<file path="config.mk">
export PLATFORM = sky130hd
export DESIGN_NAME = serial_flash_bus_front_end
export DESIGN_NICKNAME = d
export VERILOG_FILES = /design/src/flash_front_end_pkg.sv /design/src/serial_flash_bus_front_end.sv
export VERILOG_INCLUDE_DIRS = /design/src /design/src/src
export SDC_FILE = /design/constraint.sdc
export NUM_CORES = 1
export LEC_CHECK = 0
export BUFFER_PORTS_ARGS = -buffer_cell sky130_fd_sc_hd__buf_2
export CAP_MARGIN = 20
export CORE_MARGIN = 2
export CORE_UTILIZATION = 31
export DETAILED_ROUTE_END_ITERATION = 8
export GPL_TIMING_DRIVEN = 1
export MAX_ROUTING_LAYER = met4
export PLACE_DENSITY = 0.51
export SYNTH_ARGS = -nofsm -noshare
export SYNTH_HDL_FRONTEND = slang
export SYNTH_SLANG_ARGS = --single-unit
</file>
<file path="constraint.sdc">
create_clock -name clk_i -period 5.73 [get_ports clk_i]
set_input_delay 0.2865 -clock clk_i [delete_from_list [all_inputs] [get_ports clk_i]]
set_output_delay 0.2865 -clock clk_i [all_outputs]
set_load 0.05 [all_outputs]
</file>
<file path="src/flash_front_end_consts.svh">
/*
  Constants for the serial flash front end: address map fields and instruction
  codes. Assumes inclusion by its bare name.
*/
// Contract
// - Address space split into 4K/32K/64K units
// - Link works in clock mode 0 or 3
// - Sample on rising edge, drive after falling
// - Dual reads use two bidirectional lines
// - Quad reads use four bidirectional lines
// - Quad instructions need quad enable set
// - One mode at a time; enter/exit codes
// - Four-line mode: instruction in two clocks
// - Power-up and software reset give SPI mode
// - Four-line entry refused without quad enable
// - First operation needs select falling edge
// - Ignore instructions while power-on reset active
// - Active while selected, standby when idle
// - Pause keeps bit position of transfer
// - Paused: output released, inputs ignored
// - Select high while paused resets interface
// - Pause entry only with clock low
// - Pause exit only with clock low
// - Deselected: inputs ignored, outputs released
// - Quad enable disables guard and pause
// - Pause does not stop internal operations
`ifndef FLASH_FRONT_END_CONSTS_SVH
`define FLASH_FRONT_END_CONSTS_SVH
`define SECTOR_LSB 12
`define HALF_BLOCK_LSB 15
`define BLOCK_LSB 16
`define ADDR_BITS 24
`define CMD_DUAL_OUT 8'h3B
`define CMD_DUAL_IO 8'hBB
`define CMD_QUAD_OUT 8'h6B
`define CMD_QUAD_IO 8'hEB
`define CMD_QUAD_WORD 8'hE7
`define CMD_QUAD_OCTAL 8'hE3
`define CMD_ENTER_4L 8'h38
`define CMD_EXIT_4L 8'hFF
`define CMD_RESET_EN 8'h66
`define CMD_RESET 8'h99
`endif

</file>
<file path="src/flash_front_end_pkg.sv">
/*
  Types for the serial flash front end. Assumes nothing beyond the header.
*/
package flash_front_end_pkg;
  typedef enum logic [2:0] {
    PH_CMD = 3'b000,
    PH_ADDR = 3'b001,
    PH_DUMMY = 3'b011,
    PH_DATA = 3'b010,
    PH_IDLE = 3'b110
  } phase_type;

  typedef enum logic [1:0] {
    W_ONE = 2'h0,
    W_TWO = 2'h1,
    W_FOUR = 2'h3
  } width_type;
endpackage : flash_front_end_pkg

</file>
<file path="src/serial_flash_bus_front_end.sv">
/*
  Serial front end of the flash: samples the host's serial clock, select
  and four data lines with clk_i, decodes instructions, tracks mode, pause
  and power state, and returns read data for the array behind it.
  Assumes the array answers rd_data_i combinationally from addr_o and that
  write_busy_i comes from the internal write sequencer on clk_i.
*/
`timescale 1ns/100ps
`include "flash_front_end_consts.svh"
module serial_flash_bus_front_end #(
  parameter int DUMMY_CYCLES = 8
) (
  input wire logic clk_i,
  input wire logic rstn_i,
  input wire logic por_active_i,
  input wire logic quad_enable_i,
  input wire logic write_busy_i,
  input wire logic sclk_i,
  input wire logic cs_n_i,
  input wire logic [3:0] data_line_i,
  output logic [3:0] data_line_o,
  output logic [3:0] data_line_oe_o,
  output logic [7:0] rd_data_i_unused_o,
  input wire logic [7:0] rd_data_i,
  output logic [23:0] addr_o,
  output logic [11:0] sector_o,
  output logic [8:0] half_block_o,
  output logic [7:0] block_o,
  output logic cmd_valid_o,
  output logic [7:0] cmd_o,
  output logic four_line_instruction_mode_o,
  output logic standby_o,
  output logic paused_o,
  output logic write_guard_n_o
);
  typedef struct packed {
    logic [1:0] sclk_s1;
    logic [1:0] sclk_s2;
    logic cs_s1;
    logic cs_s2;
    logic [3:0] dl_s1;
    logic [3:0] dl_s2;
    logic sclk_last;
    logic cs_last;
    logic armed;
    logic four_line;
    logic reset_armed;
    logic paused;
    flash_front_end_pkg::phase_type phase;
    flash_front_end_pkg::width_type in_w;
    flash_front_end_pkg::width_type out_w;
    logic reads;
    logic [7:0] shift;
    logic [3:0] bits;
    logic [7:0] cmd;
    logic [23:0] addr;
    logic [4:0] cnt;
    logic [7:0] out_byte;
    logic [3:0] dout;
    logic [3:0] doe;
    logic cmd_valid;
    logic standby;
  } state_type;

  state_type q, d;
  logic rise, fall, sclk_lvl, cs_lvl, cs_fall, pause_in, hold_ok;
  logic [3:0] din;
  logic [7:0] nxt;
  logic [3:0] step;

  ////////////////////////////////////////////////////////////////////////////
  always_comb begin
    d = q;
    d.sclk_s1 = {1'b0, sclk_i};
    d.sclk_s2 = q.sclk_s1;
    d.cs_s1 = cs_n_i;
    d.cs_s2 = q.cs_s1;
    d.dl_s1 = data_line_i;
    d.dl_s2 = q.dl_s1;
    sclk_lvl = q.sclk_s2[0];
    cs_lvl = q.cs_s2;
    din = q.dl_s2;
    d.sclk_last = sclk_lvl;
    d.cs_last = cs_lvl;
    rise = sclk_lvl & ~q.sclk_last;
    fall = ~sclk_lvl & q.sclk_last;
    cs_fall = q.cs_last & ~cs_lvl;
    // Pause pin only counts outside quad use
    hold_ok = ~quad_enable_i & ~q.four_line;
    pause_in = hold_ok & ~din[3];
    d.cmd_valid = 1'b0;
    nxt = q.shift;
    step = 4'h1;
    unique case (q.in_w)
      flash_front_end_pkg::W_ONE: begin
        nxt = {q.shift[6:0], din[0]};
        step = 4'h1;
      end
      flash_front_end_pkg::W_TWO: begin
        nxt = {q.shift[5:0], din[1:0]};
        step = 4'h2;
      end
      flash_front_end_pkg::W_FOUR: begin
        nxt = {q.shift[3:0], din};
        step = 4'h4;
      end
      default: begin
        nxt = q.shift;
        step = 4'h1;
      end
    endcase
    // Standby waits for the internal write to finish
    d.standby = cs_lvl & ~write_busy_i;
    if (cs_fall) begin
      d.armed = 1'b1;
    end
    // Clock level gating: entry and exit only with clock low
    if (~cs_lvl & ~sclk_lvl) begin
      d.paused = pause_in;
    end
    if (cs_lvl | por_active_i) begin
      // Deselect, or deselect during pause, drops the transfer
      d.paused = 1'b0;
      d.phase = flash_front_end_pkg::PH_CMD;
      d.bits = 4'h0;
      d.shift = 8'h00;
      d.doe = 4'h0;
      d.in_w = q.four_line ? flash_front_end_pkg::W_FOUR : flash_front_end_pkg::W_ONE;
      d.reads = 1'b0;
    end else if (q.paused | ~q.armed) begin
      d.doe = q.paused ? 4'h0 : q.doe;
    end else if (rise && q.phase != flash_front_end_pkg::PH_DATA) begin
      d.shift = nxt;
      d.bits = q.bits + step;
      if (q.phase == flash_front_end_pkg::PH_CMD && (q.bits + step) == 4'h8) begin
        d.bits = 4'h0;
        d.cmd = nxt;
        d.cmd_valid = 1'b1;
        d.phase = flash_front_end_pkg::PH_IDLE;
        d.reads = 1'b0;
        d.out_w = q.four_line ? flash_front_end_pkg::W_FOUR : flash_front_end_pkg::W_ONE;
        unique case (nxt)
          `CMD_DUAL_OUT: begin
            d.reads = 1'b1;
            d.out_w = flash_front_end_pkg::W_TWO;
            d.phase = flash_front_end_pkg::PH_ADDR;
          end
          `CMD_DUAL_IO: begin
            d.reads = 1'b1;
            d.out_w = flash_front_end_pkg::W_TWO;
            d.in_w = flash_front_end_pkg::W_TWO;
            d.phase = flash_front_end_pkg::PH_ADDR;
          end
          `CMD_QUAD_OUT, `CMD_QUAD_IO, `CMD_QUAD_WORD, `CMD_QUAD_OCTAL: begin
            if (quad_enable_i) begin
              d.reads = 1'b1;
              d.out_w = flash_front_end_pkg::W_FOUR;
              if (nxt != `CMD_QUAD_OUT) begin
                d.in_w = flash_front_end_pkg::W_FOUR;
              end
              d.phase = flash_front_end_pkg::PH_ADDR;
            end
          end
          `CMD_ENTER_4L: begin
            if (quad_enable_i) begin
              d.four_line = 1'b1;
            end
          end
          `CMD_EXIT_4L: begin
            d.four_line = 1'b0;
          end
          `CMD_RESET_EN: begin
            d.reset_armed = 1'b1;
          end
          `CMD_RESET: begin
            if (q.reset_armed) begin
              d.four_line = 1'b0;
            end
          end
          default: begin
            d.phase = flash_front_end_pkg::PH_IDLE;
          end
        endcase
        if (nxt != `CMD_RESET_EN) begin
          d.reset_armed = 1'b0;
        end
        d.cnt = 5'h0;
      end else if (q.phase == flash_front_end_pkg::PH_ADDR && (q.bits + step) == 4'h8) begin
        d.bits = 4'h0;
        d.addr = {q.addr[15:0], nxt};
        d.cnt = q.cnt + 5'h1;
        if (q.cnt == 5'h2) begin
          d.phase = flash_front_end_pkg::PH_DUMMY;
          d.cnt = 5'h0;
        end
      end else if (q.phase == flash_front_end_pkg::PH_DUMMY) begin
        d.bits = 4'h0;
        d.cnt = q.cnt + 5'h1;
        if (q.cnt == 5'(DUMMY_CYCLES - 1)) begin
          d.phase = flash_front_end_pkg::PH_DATA;
          d.out_byte = rd_data_i;
          d.bits = 4'h0;
        end
      end
    end else if (fall && q.phase == flash_front_end_pkg::PH_DATA) begin
      // Output moves only after falling edges, MSB first
      unique case (q.out_w)
        flash_front_end_pkg::W_ONE: begin
          d.dout = {2'b00, q.out_byte[7], 1'b0};
          d.doe = 4'b0010;
          d.out_byte = {q.out_byte[6:0], 1'b0};
          d.bits = q.bits + 4'h1;
        end
        flash_front_end_pkg::W_TWO: begin
          d.dout = {2'b00, q.out_byte[7:6]};
          d.doe = 4'b0011;
          d.out_byte = {q.out_byte[5:0], 2'b00};
          d.bits = q.bits + 4'h2;
        end
        default: begin
          d.dout = q.out_byte[7:4];
          d.doe = 4'b1111;
          d.out_byte = {q.out_byte[3:0], 4'h0};
          d.bits = q.bits + 4'h4;
        end
      endcase
      if (d.bits == 4'h8) begin
        d.bits = 4'h0;
        d.addr = q.addr + 24'h000001;
        d.out_byte = rd_data_i;
      end
    end
    if (por_active_i) begin
      d.armed = 1'b0;
    end
  end

  ////////////////////////////////////////////////////////////////////////////
  always_ff @(posedge clk_i) begin
    if (!rstn_i) begin
      q <= '0;
      q.sclk_last <= 1'b0;
      // Synchronisers start low: a select held low never looks like a fall
      q.cs_s1 <= 1'b0;
      q.cs_s2 <= 1'b0;
      q.cs_last <= 1'b0;
      q.standby <= 1'b1;
      q.in_w <= flash_front_end_pkg::W_ONE;
      q.out_w <= flash_front_end_pkg::W_ONE;
      q.phase <= flash_front_end_pkg::PH_CMD;
    end else begin
      q <= d;
    end
  end

  assign data_line_o = q.dout;
  assign data_line_oe_o = q.doe;
  assign rd_data_i_unused_o = q.out_byte;
  assign addr_o = q.addr;
  assign sector_o = q.addr[`ADDR_BITS-1:`SECTOR_LSB];
  assign half_block_o = q.addr[`ADDR_BITS-1:`HALF_BLOCK_LSB];
  assign block_o = q.addr[`ADDR_BITS-1:`BLOCK_LSB];
  assign cmd_valid_o = q.cmd_valid;
  assign cmd_o = q.cmd;
  assign four_line_instruction_mode_o = q.four_line;
  assign standby_o = q.standby;
  assign paused_o = q.paused;
  assign write_guard_n_o = quad_enable_i | q.dl_s2[2];

  ////////////////////////////////////////////////////////////////////////////
  AST_DESEL_RELEASE: assert property (@(posedge clk_i) disable iff (!rstn_i)
    q.cs_s2 |=> q.doe == 4'h0) else $error("lines driven while deselected");
  AST_PAUSE_RELEASE: assert property (@(posedge clk_i) disable iff (!rstn_i)
    q.paused |=> q.doe == 4'h0) else $error("lines driven while paused");
  AST_PAUSE_CLK_LOW: assert property (@(posedge clk_i) disable iff (!rstn_i)
    $rose(q.paused) |-> $past(~q.sclk_s2[0])) else $error("pause began with clock high");
  AST_UNPAUSE_CLK_LOW: assert property (@(posedge clk_i) disable iff (!rstn_i)
    $fell(q.paused) && !$past(q.cs_s2) |-> $past(~q.sclk_s2[0]))
    else $error("pause ended with clock high");
  AST_DESEL_PAUSE: assert property (@(posedge clk_i) disable iff (!rstn_i)
    q.paused && q.cs_s2 |=> !q.paused && q.phase == flash_front_end_pkg::PH_CMD)
    else $error("pause survived deselect");
  AST_4L_NEEDS_QE: assert property (@(posedge clk_i) disable iff (!rstn_i)
    $rose(q.four_line) |-> $past(quad_enable_i)) else $error("four-line without enable");
  AST_STANDBY: assert property (@(posedge clk_i) disable iff (!rstn_i)
    !q.cs_s2 |=> !q.standby) else $error("standby while selected");
  AST_BUSY_NO_STANDBY: assert property (@(posedge clk_i) disable iff (!rstn_i)
    write_busy_i |=> !q.standby) else $error("standby during write");
  AST_POR_IGNORE: assert property (@(posedge clk_i) disable iff (!rstn_i)
    por_active_i |=> !q.cmd_valid) else $error("command during power-on reset");
  AST_QUAD_OE: assert property (@(posedge clk_i) disable iff (!rstn_i)
    q.doe == 4'hF |-> quad_enable_i || q.four_line) else $error("quad drive without enable");
  COV_PAUSE: cover property (@(posedge clk_i) disable iff (!rstn_i) $rose(q.paused));
  COV_4L: cover property (@(posedge clk_i) disable iff (!rstn_i) $rose(q.four_line));
  COV_READ: cover property (@(posedge clk_i) disable iff (!rstn_i)
    q.phase == flash_front_end_pkg::PH_DATA && q.doe != 4'h0);
endmodule : serial_flash_bus_front_end

</file>
======== Yosys cells after proc, flatten, opt, wreduce, memory -nomap -nowiden ========
Index checks and enable logic that the tools add are counted.
W data, S select, Z words.
storage, ports and cells
  output and inout port bits .............. 82
  logic and storage cells ................. 185
  register bits after elaboration ......... 93
operators by class
  muxes and demuxes ....................... 60
  equality and inequality tests ........... 36
  reductions and logical operators ........ 35
  add/sub/neg operators ................... 6
  bitwise gates (word level) .............. 22
operators with widths
  cell                     count
  $mux W24                 5
  $mux W16                 5
  $mux W8                  9
  $mux W66                 1
  $eq A8 B8 Y1 const B     6
  $mux W4                  12
  $pmux W16 S2             1
  $mux W13                 2
  $mux W5                  5
  $add A24 B1 Y24 const B  1
  $pmux W8 S3              1
  $pmux W3 S2              3
  $eq A8 B6 Y1 const B     2
  $eq A8 B7 Y1 const B     2
  $ne A8 B7 Y1 const B     2
  $mux W3                  5
  $ne A2 B2 Y1 const B     7
  $reduce_and A7 Y1        2
  $not A1 Y1               12
  $reduce_and A4 Y1        3
  $reduce_and A6 Y1        2
  $reduce_bool A2 Y1       6
  $reduce_bool A3 Y1       4
  $reduce_and A5 Y1        2
  29 further kinds         59

======== Longest topological paths before layout ========
Gate-level depths: netlist (run 1).
  word-level depth ........................ 13
  depth in mapped cells ................... 14
  gate-level depth less buffers ........... 10

======== Worst setup path after synthesis (run 1) ========
OpenSTA, ideal clock, no wires.
  kind .................................... reg2reg
  start ................................... register q[70] (netlist name)
  end ..................................... register q (netlist bit cmd_o[0])
  cell stages (with the launch flop) ...... 15
  path slack .............................. 2.614 ns
  setup time .............................. 0.086 ns
  buffers on the path ..................... 4
  period minus slack after synthesis ...... 3.116 ns
  data arrival time ....................... 3.030 ns
  cell sequence ........................... dfxtp_1 > buf_2 > buf_2 > inv_1 > ha_1 > inv_1 > fa_1 > or4b_1 > a211oi_1 > a22oi_1 > clkbuf_1 > nor3_1 > buf_2 > nor2_1 > a211oi_1
on the way
  cells in the longest elaborated chain, start to end .. 6
  elaborated cells on any way between the ends .. 9
ends and longest elaborated chain
  element                                              RTL line                           source
  from (decl)                                          serial_flash_bus_front_end.sv:65   state_type q, d;
  $eq A2 B2 Y1 / $eq A2 B1 Y1 (equally long branches)  serial_flash_bus_front_end.sv:94   unique case (q.in_w)
  $pmux W3 S2                                          serial_flash_bus_front_end.sv:94
  $add A4 B4 Y4                                        serial_flash_bus_front_end.sv:135  if (q.phase == flash_front_end_pkg::PH_CMD && (q.bits + step) == 4'h8) begin
  $eq A4 B4 Y1                                         serial_flash_bus_front_end.sv:135
  $logic_and A1 B1 Y1                                  serial_flash_bus_front_end.sv:135
  $reduce_and A4 Y1 (no source line)                   --
Parallel ways exist; a longest one is shown, timed or not.
A chain may end at the register's enable or synchronous reset.

======== Worst setup path in the final report (run 1) ========
  start ................................... register q[70] (netlist name)
  end ..................................... register q (netlist bit addr_o[0])
on the way
  cells in the longest elaborated chain, start to end .. 7
  elaborated cells on any way between the ends .. 15
ends and longest elaborated chain
  element                                                               RTL line
  $eq A2 B2 Y1 / $eq A2 B1 Y1 (equally long branches)                   serial_flash_bus_front_end.sv:94
  $pmux W3 S2                                                           serial_flash_bus_front_end.sv:94
  $add A4 B4 Y4                                                         serial_flash_bus_front_end.sv:135, serial_flash_bus_front_end.sv:188
  $eq A4 B4 Y1                                                          serial_flash_bus_front_end.sv:135, serial_flash_bus_front_end.sv:188
  $logic_and A1 B1 Y1, on equally long branches                         serial_flash_bus_front_end.sv:188, serial_flash_bus_front_end.sv:135
  $ne A2 B1 Y1 (no source line) / $ne A2 B2 Y1 (equally long branches)  --
  $reduce_and A6 Y1 (no source line)                                    --
Parallel ways exist; a longest one is shown, timed or not. The select of a mux whose other input is x is not followed.

==> flow_summary.json, run 1 <==
{
  "ys_seq_elements": 91,
  "gp_congestion": 0.860,
  "grt_usage": 0.164,
  "fp-row-count": 48,
  "synth-main-ff-cell": "dfxtp_1",
  "seq_power_share": 0.482,
  "r2r_end": "addr_o[0]",
  "path_buf_inv": 2,
  "ys_seq_area_frac": 0.328,
  "rsz0062_at_grt": "false",
  "core-area_um2": 17400,
  "synth_edf_count": 0,
  "vias": 4885,
  "cp-end-kind": "flip-flop",
  "max_freq_ghz": 0.268,
  "post-dp-hpwl_um": 10300,
  "areaGrowthSynthToFinish_pct": 7.28,
  "whs_endpoint": "standby_o",
  "setup_viol": 0,
  "grt_max_degree": 42,
  "worstPathMaxFanout": 23,
  "r2r_start": "q[70]",
  "die_area_um2": 19000,
  "routedWlPerCell_um": 15.7,
  "final_nets": 729,
  "cts_buffers": 9,
  "cp_slowest_stage_delay_ps": 720,
  "finalClockSkew_ps": 7.82,
  "layout_common_cells": "buf_2 (100), dfxtp_1 (91), nor2_1 (78), nand2_1 (70), a21oi_1 (59)",
  "syn_nets": 729,
  "yosysWarningCount": 0,
  "finalHoldViolations": 0,
  "utilization": 0.342,
  "cts_setup_buffers": 0,
  "clockPowerShare": 0.474,
  "powerDensity_nw_per_um2": 225,
  "fin_area_um2": 5960,
  "clk_pin_slew_ps": 70,
  "async_reset_ff_frac": 0,
  "netlist-cell-type-count": 62,
  "hold_start": "write_busy_i",
  "dpl_cell_area_um2": 5650,
  "rr_worst_depth": 10,
  "synth_cells": 702,
  "fin_crit_ps": 3730,
  "tightest_slew_ps": 1040,
  "critPathLaunchType": "flip-flop",
  "postCtsHoldBufs": 0,
  "min_period_over_period": 0.652,
  "grt_overflow": 0,
  "grt_pass1_wl_um": 23900,
  "drt-initial-drc-count": 279,
  "path_delay_family": "simple AND/OR/NAND/NOR gates",
  "critPathSlowestCell": "dfxtp_1",
  "port-buffer-count": 100,
  "antenna_found_initial": 0,
  "arrival_ps": 4020,
  "tritoncts": "built",
  "drv_cap": 0,
  "holdPathStages": 2,
  "routed_wl_um": 14600,
  "power.leakage_uw": 0.00222,
  "status": "completed",
  "p_sw_frac": 0.222,
  "drive_gt1_frac": 0.208,
  "ant_nets": 0,
  "cts_root_buf": "clkbuf_16",
  "clkSinkCount": 91,
  "fillerInstances": 1852,
  "synth_area_um2": 5550,
  "peakVddDrop_v": 0.000149,
  "drc": 0,
  "slew_headroom": 0.309,
  "initial_core_util": 0.319,
  "worst-setup-path-type": "reg2reg",
  "die_h_um": 138,
  "p_switching_uw": 298,
  "clk_latency_ps": 350,
  "p_comb_frac": 0.044,
  "fin_setup_tns_ps": 0,
  "internal-power_uw": 1040,
  "layout_commonest_cell": "buf_2",
  "holdCritPathClass": "in2reg",
  "slew_viol_final": 0,
  "drtPass1Iterations": 5,
  "htree_num_levels": 3,
  "synth_area_per_cell_um2": 7.91,
  "post_cts_resized": 0,
  "fp.dieW_um": 138,
  "insertedDiodeCount": 0,
  "ios": 101,
  "vias_per_cell": 5.24,
  "crit_chain": "nand2b_1 > fa_1 > or4b_1 > a211oi_1 > a22oi_1 > buf_4 > o32a_1 > buf_8 > or3_1 > a31oi_1",
  "clockBufferDepth": 2,
  "grt_pass1_vias": 4683,
  "cp.required_ps": 6010,
  "reg2reg_slack_ps": 2000
}
power groups by stage:
stage | clock network (uW) | registers, uW | logic (uW)
after global placement | 0 | 660 | 58.9
after floorplan | 0 | 658 | 42.7
final | 634 | 646 | 59.6
after detailed placement | 0 | 660 | 60.0
after global routing | 675 | 646 | 66.1
after CTS | 653 | 646 | 60.2
synthesized netlist by cell type, types with 12 or more instances:
library cell / n / share of area
mux2i_1: 12 / 0.022
and2_1: 21 / 0.024
a211oi_1: 18 / 0.024
nand2_1: 70 / 0.047
o21ai_0: 32 / 0.029
buf_4: 77 / 0.10
nand3_1: 19 / 0.017
dfxtp_1: 91 / 0.33
inv_1: 19 / 0.013
nor2_1: 78 / 0.053
a21oi_1: 59 / 0.053
a31oi_1: 13 / 0.015
nor3_1: 23 / 0.021
clkbuf_1: 28 / 0.019
state kept, by name, indices dropped and copies added, names as in the netlist:
name and flops:
addr_o 24, cmd_o 8, cmd_valid_o 1, cs_lvl 1
d 7, data_line_o 4, data_line_oe_o 3, din 4
four_line_instruction_mode_o 1, paused_o 1, q 28, rd_data_i_unused_o 8
standby_o 1
routing by layer:
metal | vias up | part of all wire | GRT usage
met1 | 2338 | 0.47 | 0.208
met2 | 130 | 0.48 | 0.262
li1 | 2406 | - | -
met3 | 11 | 0.045 | 0.0357
met5 | - | 0 | -
met4 | 0 | 0.011 | 0.0476
final cells by class:
type,count,area [um2],area share
Clock buffer,12,236,0.0397
Clock inverter,4,75.1,0.0126
Inverter,19,71.3,0.0120
Multi-Input combinational cell,474,2910,0.489
Sequential cell,91,1820,0.306
Tap cell,225,282,0.0473
Timing Repair Buffer,107,561,0.0941
cells by family after synthesis:
| group | synth area share |
|---|---|
| and+or+nand+nor | 0.235 |
| AOI/OAI and AO/OA | 0.205 |
| buffers and inverters | 0.148 |
| DFF | 0.328 |
| muxes | 0.0521 |
| adders and majority gates | 0.0212 |
| xor gates and xnor gates | 0.0110 |
worst max path at each step:
stage | slack, ps | end | cells after the start | start
after floorplan | 2610 | cmd_o[0] | 14 | q[70]
after global placement | 2040 | addr_o[0] | 9 | q[70]
after detailed placement | 2030 | addr_o[0] | 10 | q[70]
after CTS | 2030 | addr_o[0] | 10 | q[70]
after global routing | 1720 | addr_o[0] | 10 | q[70]
final | 2000 | addr_o[0] | 10 | q[70]
through the flow:
stage	total power [uW]	instances	worst slack [ps]	hold slack (ps)
after floorplan	701	702	2610	366
after global placement	719	915	2040	413
after detailed placement	720	916	2030	417
after CTS	1360	932	2030	94.6
after global routing	1390	932	1720	101
final	1340	932	2000	110
Note: power is estimated with default switching activity, not from simulation.
==> run 2, diff against run 1 <==
- ABC_AREA: not set -> 1
- clock period: 5.73 -> 3.6 ns (I/O delays scaled with it)
==> run 2 against run 1 <==
Sequential share of layout area shrank 1.5 points; clock skew is essentially flat; clock power grew 62%; non-clock buffer count grew 3; routed wire length grew 6.4%; combinational power grew 100%; maximum frequency grew 35%; critical endpoint is now addr_o[14]; largest cell class unchanged.
==> flow_summary.json, run 2 <==
{
  "async_reset_ff_frac": 0,
  "drc": 0,
  "netlist-cell-type-count": 49,
  "ios": 101,
  "design_power_total_uw": 2170,
  "p_sw_frac": 0.234,
  "synth_top_area_share": 0.314,
  "peakVddDrop_v": 0.000231,
  "internal-power_uw": 1660,
  "fp-row-count": 50,
  "max_freq_ghz": 0.360,
  "fin_cells": 1110,
  "r2r_start": "q[70]",
  "grt_pass1_vias": 4907,
  "critPathSlowestCell": "fa_1",
  "grt_usage": 0.164,
  "synth_most_common_cell": "nand2_1",
  "vias": 5325,
  "layout_common_cells": "nand2_1 (154), buf_2 (100), inv_1 (94), dfxtp_1 (91), nor2_1 (78)",
  "cp-end-kind": "flip-flop",
  "gp_congestion": 0.862,
  "p_switching_uw": 508,
  "antenna_found_initial": 0,
  "synth_cells": 850,
  "cts_buffers": 9,
  "tightest_slew_ps": 594,
  "utilization": 0.339,
  "min_period_over_period": 0.771,
  "clockBufferDepth": 2,
  "synth_area_leaders": "dfxtp_1 (31%), buf_4 (10%), nand2_1 (10%)",
  "critPathLaunchType": "flip-flop",
  "crit_start": "q[70]",
  "routed_wl_um": 15600,
  "p_comb_frac": 0.055,
  "holdCritPathClass": "in2reg",
  "hold_start": "sclk_i",
  "cts_root_buf": "clkbuf_16",
  "clockPowerShare": 0.473,
  "seq_power_share": 0.472,
  "cp_slowest_stage_delay_ps": 520,
  "core-area_um2": 18500,
  "slew_headroom": 0.604,
  "drive_gt1_frac": 0.209,
  "drtPass1Iterations": 5,
  "setup_viol": 0,
  "synth_area_per_cell_um2": 6.82,
  "synth_common_cells": "nand2_1 (154), inv_1 (94), dfxtp_1 (91)",
  "worstPathMaxFanout": 32,
  "clk_latency_ps": 350,
  "finalHoldViolations": 0,
  "finalClockSkew_ps": 7.43,
  "fin_setup_tns_ps": 0,
  "crit_chain": "buf_4 > inv_2 > nor2_2 > inv_1 > fa_1 > nand4_1 > nor2_4 > nand2_4 > nor2_4 > nand2_2 > nand2_4 > inv_2 > o21ai_1 > nand2_1 > nor2_1",
  "die_h_um": 141,
  "arrival_ps": 3060,
  "clk_pin_slew_ps": 60,
  "areaGrowthSynthToFinish_pct": 8.16,
  "regMostFlops": "q",
  "syn_nets": 877,
  "largest_reg_flops": 28,
  "dp.cells": 1090,
  "tritoncts": "built",
  "fin_area_um2": 6270,
  "grt_pass1_wl_um": 25300,
  "path_buf_inv": 4,
  "cp.required_ps": 3890,
  "die_area_um2": 19800,
  "path_delay_family": "simple AND/OR/NAND/NOR gates",
  "rsz0062_at_grt": "false",
  "dpl_cell_area_um2": 5920,
  "synth_edf_count": 0,
  "drv_cap": 0,
  "port-buffer-count": 100,
  "insertedDiodeCount": 0,
  "vias_per_cell": 4.80,
  "status": "completed",
  "clkSinkCount": 91,
  "synth_area_um2": 5800,
  "ys_seq_elements": 91,
  "yosysWarningCount": 0,
  "initial_core_util": 0.313,
  "post_cts_resized": 0,
  "post-dp-hpwl_um": 11400,
  "drt-initial-drc-count": 294,
  "synth_top_area_cell": "dfxtp_1",
  "powerDensity_nw_per_um2": 345,
  "worst-setup-path-type": "reg2reg",
  "ys_seq_area_frac": 0.314,
  "grt_max_degree": 54,
  "routedWlPerCell_um": 14.0,
  "layout_commonest_cell": "nand2_1",
  "ant_nets": 0,
  "grt_overflow": 0,
  "fp.dieW_um": 141,
  "final_nets": 898,
  "fin_crit_ps": 2780,
  "fillerInstances": 2033,
  "power.leakage_uw": 0.00282,
  "htree_num_levels": 3,
  "slew_viol_final": 0,
  "synth-main-ff-cell": "dfxtp_1"
}
-- run 2: cell types whose count changed after synthesis, moves of 11 or more --
cell,delta
o21ai_0,+35
nand2_1,+84
nand2_2,+15
clkbuf_1,-19
inv_2,+11
and2_1,-21
a211oi_1,-16
nand4_1,+11
nand3_1,+31
inv_1,+75
mux2i_1,-12
-- run 2: final timing paths --
kind	slack, ps	depth (start not counted)	to
worst max-delay path	820	15	addr_o[14]
worst max register to register	820	15	addr_o[14]
worst min register to register	410	2	din[3]
worst min-delay path	10	3	d[91]
-- run 2: timing repair --
| item | CTS | global route |
|---|---|---|
| endpoints found under the setup margin | 0 | 0 |
| hold endpoints to repair | 4 | 0 |
| hold buffers | 4 | 0 |
| buffers inserted | 0 | 0 |
-- run 2: metrics by stage --
step	hold WS, ps	setup WS (ps)
after floorplan	259	1310
after global placement	364	906
after detailed placement	363	845
after CTS	1.29	821
after global routing	20.4	549
final	11.6	824
-- run 2: logic make-up (layout without fill, tap and decap cells) --
logic type / after synthesis / count (layout) / synth area share
simple gates: 366 / 366 / 0.299
buf+inv: 207 / 233 / 0.194
compound gates: 172 / 172 / 0.164
flops: 91 / 91 / 0.314
fa+ha+maj: 8 / 8 / 0.0186
xor+xnor: 6 / 6 / 0.00906
-- run 2: worst register-to-register path, delay by kind of cell, from the launching register on --
| family | cells | cell delay, ps |
|---|---|---|
| flops | 1 | 310 |
| buf+inv | 4 | 540 |
| fa+ha+maj | 1 | 520 |
| compound gates | 1 | 160 |
| simple gates | 9 | 1190 |
-- run 2: cell type report --
cell class | count | area [um2] | area share
multi-input combinational | 552 | 2850 | 0.454
tap | 234 | 293 | 0.0467
sequential | 91 | 1820 | 0.290
inverter | 107 | 405 | 0.0646
timing repair buffer | 110 | 586 | 0.0934
clock inverter | 7 | 91.3 | 0.0146
clock buffer | 9 | 225 | 0.0359
-- run 2: power by group through the flow --
| stage | clock [uW] | sequential, uW | combinational, uW |
|---|---|---|---|
| 2_1_floorplan | 0 | 1050 | 75.7 |
| 3_3_place_gp | 0 | 1050 | 116 |
| 3_5_place_dp | 0 | 1050 | 117 |
| 4_1_cts | 1050 | 1020 | 121 |
| 5_1_grt | 1100 | 1020 | 134 |
| 6_report | 1030 | 1020 | 119 |
-- run 2: metal layers --
metal / up-vias / wire [um] / track usage
li1: 2744 / - / -
met1: 2437 / 7360 / 0.205
met2: 125 / 7360 / 0.267
met3: 19 / 579 / 0.0309
met4: 0 / 271 / 0.0547
met5: - / 0 / -
==> run 3, diff against run 2 <==
- clock period: 3.6 -> 2.7 ns (I/O delays scaled with it)
==> run 3 against run 2 <==
Die area unchanged; critical path type unchanged; clock skew about the same; flip-flop and latch count unchanged.
==> flow_summary.json, run 3 (synthesis gave the netlist of run 2 again) <==
{
  "finalClockSkew_ps": 7.75,
  "post-dp-hpwl_um": 11500,
  "utilization": 0.347,
  "holdPathStages": 3,
  "fin_area_um2": 6420,
  "peakVddDrop_v": 0.000299,
  "grt_overflow": 0,
  "clockBufferDepth": 2,
  "grt_max_degree": 54,
  "holdCritPathClass": "in2reg",
  "cp-end-kind": "flip-flop",
  "initial_core_util": 0.313,
  "tritoncts": "built",
  "grt_pass1_wl_um": 25400,
  "vias": 5380,
  "hold_ws_ps": 15.0,
  "layout_common_cells": "nand2_1 (154), buf_2 (100), inv_1 (94), dfxtp_1 (91), nor2_1 (78)",
  "fin_cells": 1124,
  "die_h_um": 141,
  "ios": 101,
  "max_freq_ghz": 0.409,
  "status": "completed",
  "tightest_slew_ps": 601,
  "clk_pin_slew_ps": 70,
  "fin_crit_ps": 2440,
  "arrival_ps": 2730,
  "worstPathMaxFanout": 26,
  "r2r_start": "q[55]",
  "dp.cells": 1099,
  "rsz0062_at_grt": "false",
  "fin_setup_tns_ps": 0,
  "cp.required_ps": 2990,
  "clk_latency_ps": 350,
  "worst_path_most_repeated_cell": "nor2_4",
  "drt-initial-drc-count": 298,
  "antenna_found_initial": 0,
  "power.leakage_uw": 0.00289,
  "drtPass1Iterations": 5,
  "slew_headroom": 0.599,
  "whs_endpoint": "rd_data_i_unused_o[6]",
  "setup_viol": 0,
  "powerDensity_nw_per_um2": 457,
  "hold_start": "rd_data_i[6]",
  "ant_nets": 0,
  "dpl_cell_area_um2": 6000,
  "r2r_end": "addr_o[14]",
  "cts_root_buf": "clkbuf_16",
  "drive_gt1_frac": 0.213,
  "grt_usage": 0.164,
  "reg2reg_slack_ps": 260,
  "worst-setup-path-type": "reg2reg",
  "die_area_um2": 19800,
  "critPathSlowestCell": "fa_1",
  "fp.dieW_um": 141,
  "rr_worst_depth": 13,
  "insertedDiodeCount": 0,
  "htree_num_levels": 3,
  "finalHoldViolations": 0,
  "crit_chain": "ha_1 > inv_1 > fa_1 > nand4_1 > nor2_4 > nand2_4 > nor2_4 > nand2_2 > nand2_8 > inv_2 > o21ai_1 > nand2_1 > nor2_1",
  "largest_reg_flops": 28,
  "port-buffer-count": 100,
  "grt_pass1_vias": 4947,
  "regMostFlops": "q",
  "critPathLaunchType": "flip-flop",
  "cp_slowest_stage_delay_ps": 490,
  "min_period_over_period": 0.905,
  "clkSinkCount": 91,
  "gp_congestion": 0.899,
  "core-area_um2": 18500,
  "drc": 0,
  "routedWlPerCell_um": 14.1,
  "vias_per_cell": 4.79,
  "areaGrowthSynthToFinish_pct": 10.8,
  "slew_viol_final": 0,
  "final_nets": 913,
  "drv_cap": 0,
  "cts_buffers": 9,
  "fillerInstances": 2001,
  "routed_wl_um": 15900,
  "fp-row-count": 50,
  "layout_commonest_cell": "nand2_1"
}
run 3: through the flow:
step | total power, uW | setup WS (ps)
final | 2930 | 257
after global routing | 3040 | 65.0
after CTS | 2970 | 141
after detailed placement | 1560 | 160
after global placement | 1560 | 196
after floorplan | 1500 | 405
run 3: worst max path at each step:
stage | to | slack (ps) | start | cells past startpoint
floorplan | addr_o[23] | 410 | q[71] | 14
global placement | addr_o[14] | 200 | q[55] | 13
detailed placement | addr_o[14] | 160 | q[55] | 13
CTS | addr_o[14] | 140 | q[55] | 13
global route | q[68] | 70 | q[55] | 12
finish | addr_o[14] | 260 | q[55] | 13
run 3: report_power, final:
group          switching, uW  internal, uW  total [uW]
logic                    117          58.8         175
clock network            565           833        1400
registers               6.32          1350        1360
total                    687          2250        2930
run 3: final cells by class:
class                   count  area [um2]  share of cell area
flip-flops and latches     91        1820               0.284
clock inverters             4        75.1              0.0117
inverters                 107         407              0.0633
clock buffers              11         243              0.0378
multi-input cells         552        2860               0.445
repair buffers            125         726               0.113
well taps                 234         293              0.0456
run 3: timing repair:
action,CTS,global route
hold buffers,10,0
gates resized for setup,0,2
buffers inserted,0,0
endpoints found under the setup margin,0,6
endpoints found under the hold margin,10,0
run 3: critical path, delay by kind of cell, from the launching register on:
family	cells	cell delay [ps]
AOI/OAI and AO/OA	1	130
adders and majority gates	2	700
buffers and inverters	2	180
DFF	1	450
and+or+nand+nor	8	920
run 3: layer usage:
layer / global-route usage / share of wire
met3: 0.0272 / 0.045
met5: - / 0
met1: 0.210 / 0.48
met4: 0.0484 / 0.013
met2: 0.266 / 0.47
